### src/include/sphp_defs.vh
// constants for the solenoid peak/hold pwm controller
`ifndef SPHP_DEFS_VH
`define SPHP_DEFS_VH
`define SPHP_CLK_MHZ 50
`define SPHP_PWM_DEF_KHZ 20
`define SPHP_PWM_DEF_CYC ((`SPHP_CLK_MHZ * 1000) / `SPHP_PWM_DEF_KHZ)
`define SPHP_DMIN_PCT 7'h09
`define SPHP_PCT_FULL 7'h64
`define SPHP_DWELL_MV 75
`define SPHP_DWELL_UV 24'h0124F8
`define SPHP_PEAK_DEF_MA 16'h00C8
`define SPHP_HOLD_DEF_MA 16'h0032
`define SPHP_ST_OFF 2'h0
`define SPHP_ST_PEAK 2'h1
`define SPHP_ST_HOLD 2'h2
`define SPHP_TD_MAX_US 50
`endif

### src/sphp_tick_gen.v
// switching tick divider with default or external period
`timescale 1ns/1ps
`include "sphp_defs.vh"
module sphp_tick_gen #(
   parameter W = 16,
   parameter [W-1:0] DEF_PERIOD = `SPHP_PWM_DEF_CYC
) (
   // clock and reset
   input wire clk,
   input wire nrst,
   // control
   input wire run,
   input wire rateGrounded,
   input wire [W-1:0] extPeriod,
   // outputs
   output reg tick,
   output reg [W-1:0] period
);
   reg [W-1:0] cnt_reg;

   // counter restarts when idle so the first tick follows run at once
   always @(posedge clk) begin
      if (!nrst) begin
         cnt_reg <= {W{1'b0}};
         tick <= 1'b0;
         period <= DEF_PERIOD;
      end else begin
         period <= rateGrounded ? DEF_PERIOD : extPeriod;
         if (!run) begin
            cnt_reg <= {W{1'b0}};
            tick <= 1'b0;
         end else if (cnt_reg == {W{1'b0}}) begin
            cnt_reg <= period - 1'b1;
            tick <= 1'b1;
         end else begin
            cnt_reg <= cnt_reg - 1'b1;
            tick <= 1'b0;
         end
      end
   end
endmodule // sphp_tick_gen

### src/sphp_controller.v
// peak/hold pwm control for a low-side solenoid driver
// What this block does
// - enable high leaves off, enters inrush
// - undriven enable reads as high
// - inrush level until dwell, then sustain
// - sustain holds while enable stays high
// - enable low returns off, switching stops
// - exactly three states; off keeps switch off
// - dwell ramp reaching threshold selects sustain level
// - switch conducts while sense below threshold
// - sense above threshold: off until tick
// - every comparator chop keeps least on-time; enable low or a fault cuts at once
// - least on nine percent, max hundred
// - grounded level input selects internal defaults
// - inrush and sustain defaults chosen independently
// - grounded rate pin selects default rate
// - fault status pulls low unless fault
// - switching starts within start-up delay
`timescale 1ns/1ps
`include "sphp_defs.vh"
module sphp_controller #(
   parameter W = 16,
   parameter LW = 16,
   parameter DW = 24,
   parameter [DW-1:0] DWELL_STEP = 24'h000001
) (
   // clock and reset
   input wire clk,
   input wire nrst,
   // enable pin; enIn is the driven level, enDriven low means floating
   input wire enIn,
   input wire enDriven,
   // level settings (grounded or below resistance threshold means internal)
   input wire peakInternal,
   input wire [LW-1:0] peakExtMa,
   input wire holdInternal,
   input wire [LW-1:0] holdExtMa,
   // rate setting
   input wire rateGrounded,
   input wire [W-1:0] rateExtPeriod,
   // dwell: ramp slope per cycle in microvolts
   input wire [DW-1:0] dwellSlopeUv,
   // current comparator: high when sensed above threshold
   input wire senseAbove,
   // faults
   input wire supplyLow,
   input wire overTemp,
   // outputs
   output reg switchOn,
   output reg [LW-1:0] thresholdMa,
   output reg [1:0] state,
   output reg statusPullOe,
   output reg statusPullOut
);
   // state codes from the header; the bench repeats them as literals
   localparam [1:0] ST_OFF = `SPHP_ST_OFF;
   localparam [1:0] ST_PEAK = `SPHP_ST_PEAK;
   localparam [1:0] ST_HOLD = `SPHP_ST_HOLD;
   // dwell threshold in microvolts and least on-time arithmetic
   localparam [DW-1:0] DWELL_UV = `SPHP_DWELL_UV;
   localparam [6:0] DMIN_PCT = `SPHP_DMIN_PCT;
   localparam [6:0] PCT_FULL = `SPHP_PCT_FULL;
   localparam [W-1:0] ONE_CYC = {{(W-1){1'b0}}, 1'b1};
   localparam [W-1:0] CNT_TOP = {W{1'b1}};

   // enable synchroniser
   reg enSync1_reg;
   reg enSync2_reg;
   // sequencer
   reg [1:0] state_next;
   // dwell ramp
   reg [DW-1:0] ramp_reg;
   reg [DW-1:0] ramp_next;
   // on-cycle bookkeeping
   reg [W-1:0] onCnt_reg;
   reg [W-1:0] onCnt_next;
   reg chopped_reg;
   reg chopped_next;
   reg switch_next;
   // combinational helpers
   wire enLevel;
   wire fault;
   wire tickRun;
   wire tick;
   wire [W-1:0] period;
   wire [W+6:0] minProd;
   wire [W+6:0] minDiv;
   wire [W-1:0] minOn;
   wire inMin;
   wire dwellDone;
   wire [DW-1:0] rampStep;
   wire [DW:0] rampSum;

   // a floating pin reads high through its pull-up
   assign enLevel = enDriven ? enIn : 1'b1;
   // either fault forces the switch off and the sequencer to off
   assign fault = supplyLow | overTemp;
   // the divider only runs while activated
   assign tickRun = (state != ST_OFF);

   // least on-time is 9 % of the active period; never below one cycle
   // so a very short external period still gives a real pulse
   assign minProd = period * DMIN_PCT;
   assign minDiv = minProd / PCT_FULL;
   assign minOn = (minDiv == {(W+7){1'b0}}) ? ONE_CYC : minDiv[W-1:0];
   assign inMin = onCnt_reg < minOn;

   // dwell ramp: the step is the slope scaled by the build-time factor;
   // the sum is one bit wider so a large step cannot wrap past the threshold
   assign rampStep = dwellSlopeUv * DWELL_STEP;
   assign rampSum = {1'b0, ramp_reg} + {1'b0, rampStep};
   assign dwellDone = (ramp_reg >= DWELL_UV);

   // two-flop synchroniser on enable; only the second flop is read
   always @(posedge clk) begin
      if (!nrst) begin
         enSync1_reg <= 1'b0;
         enSync2_reg <= 1'b0;
      end else begin
         enSync1_reg <= enLevel;
         enSync2_reg <= enSync1_reg;
      end
   end

   // three-state sequencer; an illegal code falls back to off
   always @* begin
      state_next = state;
      case (state)
         ST_OFF: begin
            if (enSync2_reg && !fault) state_next = ST_PEAK;
         end
         ST_PEAK: begin
            if (!enSync2_reg || fault) state_next = ST_OFF;
            else if (dwellDone) state_next = ST_HOLD;
         end
         ST_HOLD: begin
            // no time limit: only enable low or a fault ends sustain
            if (!enSync2_reg || fault) state_next = ST_OFF;
         end
         default: state_next = ST_OFF;
      endcase
   end

   // state register
   always @(posedge clk) begin
      if (!nrst) begin
         state <= ST_OFF;
      end else begin
         state <= state_next;
      end
   end

   // ramp next value: cleared in off so every activation gets a full dwell
   always @* begin
      ramp_next = ramp_reg;
      if (state == ST_OFF) begin
         ramp_next = {DW{1'b0}};
      end else if (state == ST_PEAK && !dwellDone) begin
         if (rampSum[DW]) ramp_next = DWELL_UV; // saturate instead of wrapping
         else ramp_next = rampSum[DW-1:0];
      end
   end

   // dwell ramp register
   always @(posedge clk) begin
      if (!nrst) begin
         ramp_reg <= {DW{1'b0}};
      end else begin
         ramp_reg <= ramp_next;
      end
   end

   // tick generator runs only while activated; first tick comes at once
   sphp_tick_gen #(.W(W)) uTick (
      .clk(clk),
      .nrst(nrst),
      .run(tickRun),
      .rateGrounded(rateGrounded),
      .extPeriod(rateExtPeriod),
      .tick(tick),
      .period(period)
   );

   // active threshold follows state_next so it is ready with the new state;
   // inrush and sustain sources are picked separately
   always @(posedge clk) begin
      if (!nrst) begin
         thresholdMa <= `SPHP_PEAK_DEF_MA;
      end else if (state_next == ST_HOLD) begin
         thresholdMa <= holdInternal ? `SPHP_HOLD_DEF_MA : holdExtMa;
      end else begin
         thresholdMa <= peakInternal ? `SPHP_PEAK_DEF_MA : peakExtMa;
      end
   end

   // on-cycle: a tick turns the switch on, the comparator chops it after
   // the least on-time; the comparator is seen one cycle late, a small
   // overshoot traded for a fully registered switch output
   always @* begin
      switch_next = switchOn;
      chopped_next = chopped_reg;
      onCnt_next = onCnt_reg;
      if (state_next == ST_OFF) begin
         switch_next = 1'b0;
         chopped_next = 1'b1;
         onCnt_next = {W{1'b0}};
      end else if (tick) begin
         switch_next = 1'b1;
         chopped_next = 1'b0;
         onCnt_next = ONE_CYC;
      end else begin
         // the count stops at its top so a full-on cycle cannot wrap
         if (onCnt_reg != CNT_TOP) onCnt_next = onCnt_reg + ONE_CYC;
         if (!chopped_reg && !inMin && senseAbove) begin
            switch_next = 1'b0;
            chopped_next = 1'b1;
         end else begin
            switch_next = !chopped_reg;
         end
      end
   end

   // on-cycle registers
   always @(posedge clk) begin
      if (!nrst) begin
         onCnt_reg <= {W{1'b0}};
         chopped_reg <= 1'b1;
         switchOn <= 1'b0;
      end else begin
         onCnt_reg <= onCnt_next;
         chopped_reg <= chopped_next;
         switchOn <= switch_next;
      end
   end

   // open-drain status: the pull-down is enabled while healthy and
   // released on either fault; the driven level itself is always low
   always @(posedge clk) begin
      if (!nrst) begin
         statusPullOe <= 1'b0;
         statusPullOut <= 1'b0;
      end else begin
         statusPullOe <= !fault;
         statusPullOut <= 1'b0;
      end
   end
endmodule // sphp_controller

### config.mk
export PLATFORM = sky130hd
export DESIGN_NAME = sphp_controller
export DESIGN_NICKNAME = d
export VERILOG_FILES = /design/src/sphp_tick_gen.v /design/src/sphp_controller.v
export VERILOG_INCLUDE_DIRS = /design/src /design/src/include
export SDC_FILE = /design/constraint.sdc
export NUM_CORES = 1
export LEC_CHECK = 0
export BUFFER_PORTS_ARGS = -buffer_cell sky130_fd_sc_hd__buf_2
export CAP_MARGIN = 20
export CORE_MARGIN = 2
export CORE_UTILIZATION = 62
export CTS_BUF_LIST = sky130_fd_sc_hd__clkbuf_4 sky130_fd_sc_hd__clkbuf_8
export DETAILED_ROUTE_END_ITERATION = 8
export GPL_ROUTABILITY_DRIVEN = 1
export PLACE_DENSITY = 0.84
export SLEW_MARGIN = 10
export SYNTH_ARGS = -nofsm -noshare
export SYNTH_HDL_FRONTEND = slang
export SYNTH_SLANG_ARGS = --single-unit
### constraint.sdc
create_clock -name clk -period 13.9 [get_ports clk]
set_input_delay 0 -clock clk [delete_from_list [all_inputs] [get_ports clk]]
set_output_delay 0 -clock clk [all_outputs]
set_load 0.01 [all_outputs]
* Yosys cells after proc, flatten, opt, wreduce, memory -nomap -nowiden
Index checks and enable logic that the tools add are counted.
** Operators by class
- Add/sub/neg operators :: 4
- Multipliers :: 1
- Divide/modulo/power cells :: 1
- Magnitude comparators :: 2
- Eq/ne operators :: 4
- Shift operators :: 0
- Muxes and demuxes :: 19
- Bitwise logic cells :: 2
- Reduce and logical (&&, ||, !) cells :: 22
** Operator list (number)
- two-way mux 16 bit :: 5
- subtractor 16 x 1 -> 16 bit (second input constant) :: 2
- adder 24 x 24 -> 25 bit :: 1
- >= comparator 24 x 17 -> 1 bit (second input constant) :: 1
- two-way mux 24 bit :: 1
- divider 20 x 7 -> 23 bit (second input constant) :: 1
- zero test 23 bit :: 1
- multiplier 16 x 4 -> 20 bit (second input constant) :: 1
- adder 16 x 1 -> 16 bit (second input constant) :: 1
- zero test 16 bit :: 1
- less-than comparator 16 bit :: 1
- inequality test 16 bit (second input constant) :: 1
- two-way mux 1 bit :: 8
- two-way mux 2 bit :: 4
- case mux 2 bit (3 select lines) :: 1
- nonzero test 2 bit :: 3
- OR reduction 2 bit :: 3
- zero test 1 bit :: 5
- equality test 2 bit (second input constant) :: 2
- logical AND 1 bit :: 4
- zero test 2 bit :: 2
- OR reduction 3 bit :: 1
- equality test 2 x 1 -> 1 bit (second input constant) :: 1
- AND reduction 2 bit :: 1
- other kinds (3) :: 3
** Storage, ports and cells
- Bits in registers :: 96
- Latch bits :: 0
- Memory bits (writable) :: 0
- Memory bits (read-only) :: 0
- Bits of input ports :: 82
- Output and inout port bits :: 21
- Logic and storage cells :: 68
- Memories kept :: 0

* Logic depth before layout (Yosys ltp)
- Depth after elaboration :: 10
- Mapped depth :: 44
- Gate-level depth less buffers :: 44

* Hierarchy
Synthesis repeated with hierarchy kept, for this count alone.
** Second synthesis, totals
- Cell total of the unflattened synthesis :: 1111
- Area total of the unflattened synthesis :: 8897.3 um2
** Modules (own cells, without submodules)
- sphp_controller :: instances 1, cells each 935, area an instance 7344.5 um2, sequential area each 1261.2 um2
- sphp_tick_gen :: instances 1, cells each 176, area an instance 1552.7 um2, sequential area each 660.6 um2

* Worst setup path after synthesis
Ideal clock, no wire load.
- Path type :: reg-to-reg
- From :: reg uTick.period[4]
- To :: reg chopped_reg
- Library setup time :: 0.137 ns
- Arrival time :: 9.889 ns
- Required time :: 13.763 ns
- Slack :: 3.874 ns
- Cell stages (with the launch flop) :: 43
- Buffers on the path :: 2
- Period minus slack after synthesis :: 10.026 ns
- Path through :: dfxtp_1 ha_1 ha_1 fa_1 a21o_1 a221oi_4 o21ai_4 a311o_1 a311oi_2 a31oi_1 or3_1 or2_4 and2_4 and4_1 xor2_1 mux2_2 buf_6 o311ai_0 [... 7 more ...] or2_1 buf_4 mux2i_1 a221oi_4 o211ai_1 o211a_4 o21a_4 a2111oi_4 nor2_1 a21oi_1 nor2_1 ha_1 a41oi_1 a41oi_1 a21oi_1 nand2_1 a211oi_1 a41oi_1
** On the way
- Longest elaborated chain between the ends :: 9
** RTL lines
- start: declaration :: line sphp_tick_gen.v:17 : output reg [W-1:0] period
- start signal: assignment :: line sphp_tick_gen.v:28 : period <= rateGrounded ? DEF_PERIOD : extPeriod;
- multiplier 16 x 4 -> 20 bit (*) :: line sphp_controller.v:103 : assign minProd = period * DMIN_PCT;
- divider 20 x 7 -> 23 bit (*) :: line sphp_controller.v:104 : assign minDiv = minProd / PCT_FULL;
- zero test 23 bit :: line sphp_controller.v:105 : assign minOn = (minDiv == {(W+7){1'b0}}) ? ONE_CYC : minDiv[W-1:0];
- two-way mux 16 bit (*) :: line sphp_controller.v:105
- less-than comparator 16 bit (*) :: line sphp_controller.v:106 : assign inMin = onCnt_reg < minOn;
- zero test 1 bit (*) :: line sphp_controller.v:214 : if (!chopped_reg && !inMin && senseAbove) begin
- logical AND 1 bit (*) (2 in series) :: line sphp_controller.v:214
- nonzero test 2 bit (no source line) (*)
- end signal: assignment :: line sphp_controller.v:231 : chopped_reg <= chopped_next;
- end: declaration :: line sphp_controller.v:77 : reg chopped_reg;
Every way passes the cells marked *; elsewhere a longest branch is shown, timed or not.
A chain may end at the register's enable or synchronous reset.

* Worst setup path after layout
Same ends and word-level chain as after synthesis.

==> flow_summary.yaml <==
run_status:
  outcome: "finished, final reports clean"
sta:
  worst_slew_pin_slew_ns: 0.950
  maxSlewHeadroom_pct: 36.5
  period_needed_ns: 11.56
  final.setup.tns_ns: 0
  period_share_pct: 83.1
  setup_violations: 0
  clock.fmax_ghz: 0.0865
  fin_worst_skew_ns: 0.0113
  rsz0062_at_grt: "false"
  finalHoldViolations: 0
  final_max_slew_viol_count: 0
cells_and_area:
  areaGrowthSynthToFinish_pct: 14.4
  largest_reg_flops: 24
  drive_gt1_share_pct: 15.8
  design_area_um2: 10200
  layout_common_cells: "nor2_1 (105), buf_2 (101), dfxtp_1 (96)"
  layout_commonest_cell: "nor2_1"
  finish.net_count: 1361
  fillers: 1005
  num_antenna_cells: 0
detailed_routing:
  routed_via_density: 6.49
  drtIter0Drc: 938
  drc: 0
  dr.pass1.iters: 5
  m1WireLength_um: 10500
  wl_met3_um: 1600
  ant_nets: 0
  route.met2.wl_um: 11800
  highest_layer: "met4"
  vias: 9065
  avgRoutedWirePerCell_um: 17.5
  wl_um: 24500
synthesis:
  synth_compound_gate_area_share_pct: 33.2
  ys_ff_latch: 96
  synth_area_leader_cell: "dfxtp_1"
  synthArstFlopShare_pct: 0
  synth_area_leaders: "dfxtp_1 (22%), ha_1 (9.2%), a21oi_1 (5.1%)"
  synth_edf_count: 0
  syn_avg_cell_area_um2: 8.17
  syn_area_um2: 8870
  synthSimpleGateAreaFrac_pct: 22.6
  synth_top_area_share_pct: 21.7
  synth_mux_area_share_pct: 1.47
  synth_fa_ha_area_share_pct: 9.73
  netlist_instances: 1086
  synthFlopType: "dfxtp_1"
  ys_types: 107
  seq_area_frac_synth_pct: 21.7
  yosysWarnings: 0
  synth_top_family_by_area: "compound AO/OA/AOI/OAI gates"
  synth_xor_area_share_pct: 8.00
  syn_nets: 1235
placed_design:
  io_buffers: 101
  placed_area_um2: 9450
  dp_hpwl_um: 17600
  place.gp.congestion: 0.922
pwr:
  worst_ir_drop_vdd_uv: 297
  leakage_nw: 4.11
  p_per_area_nw_per_um2: 240
cts:
  post_cts_buffers: 0
  htreeDepth: 3
  cts_tree: "built"
  cts_sinks: 96
  clk_latency_ns: 0.36
  root_buffer: "clkbuf_8"
  cts_buffers: 9
  clkTransAtPathRegs_ns: 0.09
  cts_buffer_depth: 2
die:
  core-area_um2: 13900
  initial_core_util_pct: 63.7
  fp.dieH_um: 124
  rows: 43
  dieArea_um2: 15300
  ios: 103
  die_x_um: 124
setup_path:
  path_class: "reg2reg"
  reg2regPathDepth: 41
  critPathLaunchType: "flop"
  critical_path.endpoint_type: "flop"
  critPathMaxStageDelay_ns: 0.66
  slowest_stage: "a221oi_2"
  r2r_start: "uTick.period[4]"
  r2r_slack_ns: 2.34
  path_max_fanout: 9
  worstReg2RegEnd: "chopped_reg"
  worst_ep_arrival_time_ns: 11.78
  cp.required_ns: 14.13
grt:
  antenna_found_initial: 0
  grt_max_degree: 30
  grt_pass1_wl_um: 39800
  grtUsageTotal_pct: 31.9
  grt-ovfl-total: 0
  grt_pass1_vias: 8403
hold_path:
  worst_hold_path.endpoint: "ramp_reg[0]"
  hp-class: "in2reg"
  hold_depth: 4
  hold_start: "dwellSlopeUv[0]"
job:
  drv_cap: 0
## where the power goes
group	switching [mW]	internal (mW)
Combinational	1.20	0.764
Clock	0.0965	0.0951
Sequential	0.00429	0.279
## worst max-delay path by stage
stage / startpoint / endpoint / slack, ns
finish: uTick.period[4] / chopped_reg / 2.34
global route: uTick.period[4] / chopped_reg / 1.66
CTS: uTick.period[4] / chopped_reg / 2.59
detailed placement: uTick.period[4] / chopped_reg / 2.64
global placement: uTick.period[4] / chopped_reg / 2.95
floorplan: uTick.period[4] / chopped_reg / 3.87
## metal layers
layer	track usage, %	vias up
met1	41.2	4265
met4	10.4	0
met2	54.1	383
li1	-	4362
met3	5.68	55
met5	0	-
## synthesized netlist by cell type (10+ instances only)
master / n
a21oi_1: 90
ha_1: 65
xor2_1: 31
or3_1: 10
nand2_1: 62
dfxtp_1: 96
o21ai_0: 53
and2_1: 25
nand3b_1: 23
o21a_1: 10
inv_1: 28
nand4_1: 10
nor2_1: 105
xnor2_1: 50
nand2b_1: 14
nor3_1: 30
nor4_1: 12
and3_1: 16
a211oi_1: 13
a21boi_0: 12
o21bai_1: 12
nand3_1: 35
a21o_1: 20
o211ai_1: 11
clkbuf_1: 25
a22oi_1: 10
## critical path: cells and delay by family (launching register included)
kind	cells	cell delay, ns
mux	2	0.31
xor+xnor	1	0.46
fa+ha+maj	4	1.24
buf+inv	1	0.18
compound gates	25	7.00
flops	1	0.40
simple gates	8	1.81
## kinds of logic after synthesis
family                   after synthesis
AND/OR/NAND/NOR                      384
AO/OA/AOI/OAI                        375
multiplexers                          12
adder cells (fa/ha/maj)               68
flip-flops                            96
other                                  1
XOR/XNOR                              81
buffers and inverters                 69
## layout make-up
class	count	area (µm²)	area share, %
Sequential cell	96	1920	18.9
Timing Repair Buffer	153	1020	10.0
Clock buffer	12	159	1.57
Clock inverter	4	52.6	0.518
Tap cell	180	225	2.22
Inverter	31	116	1.15
Multi-Input combinational cell	921	6660	65.6
## stage by stage
step	setup slack, ns	util (%)	power, mW	cells	hold slack, ns
floorplan	3.87	-	1.89	1086	0.101
global placement	2.95	67.8	2.15	1332	0.184
detailed placement	2.64	67.8	2.18	1332	0.188
CTS	2.59	72.8	2.39	1397	0.0106
global route	1.66	72.8	2.62	1397	0.0130
finish	2.34	72.8	2.44	1397	0.0276
## timing repair
| item | 4_1_cts | 5_1_grt |
|---|---|---|
| hold buffers | 49 | 0 |
| resized for setup | 0 | 0 |
| endpoints found under the hold margin | 35 | 0 |
(Power assumes the default switching activity.)
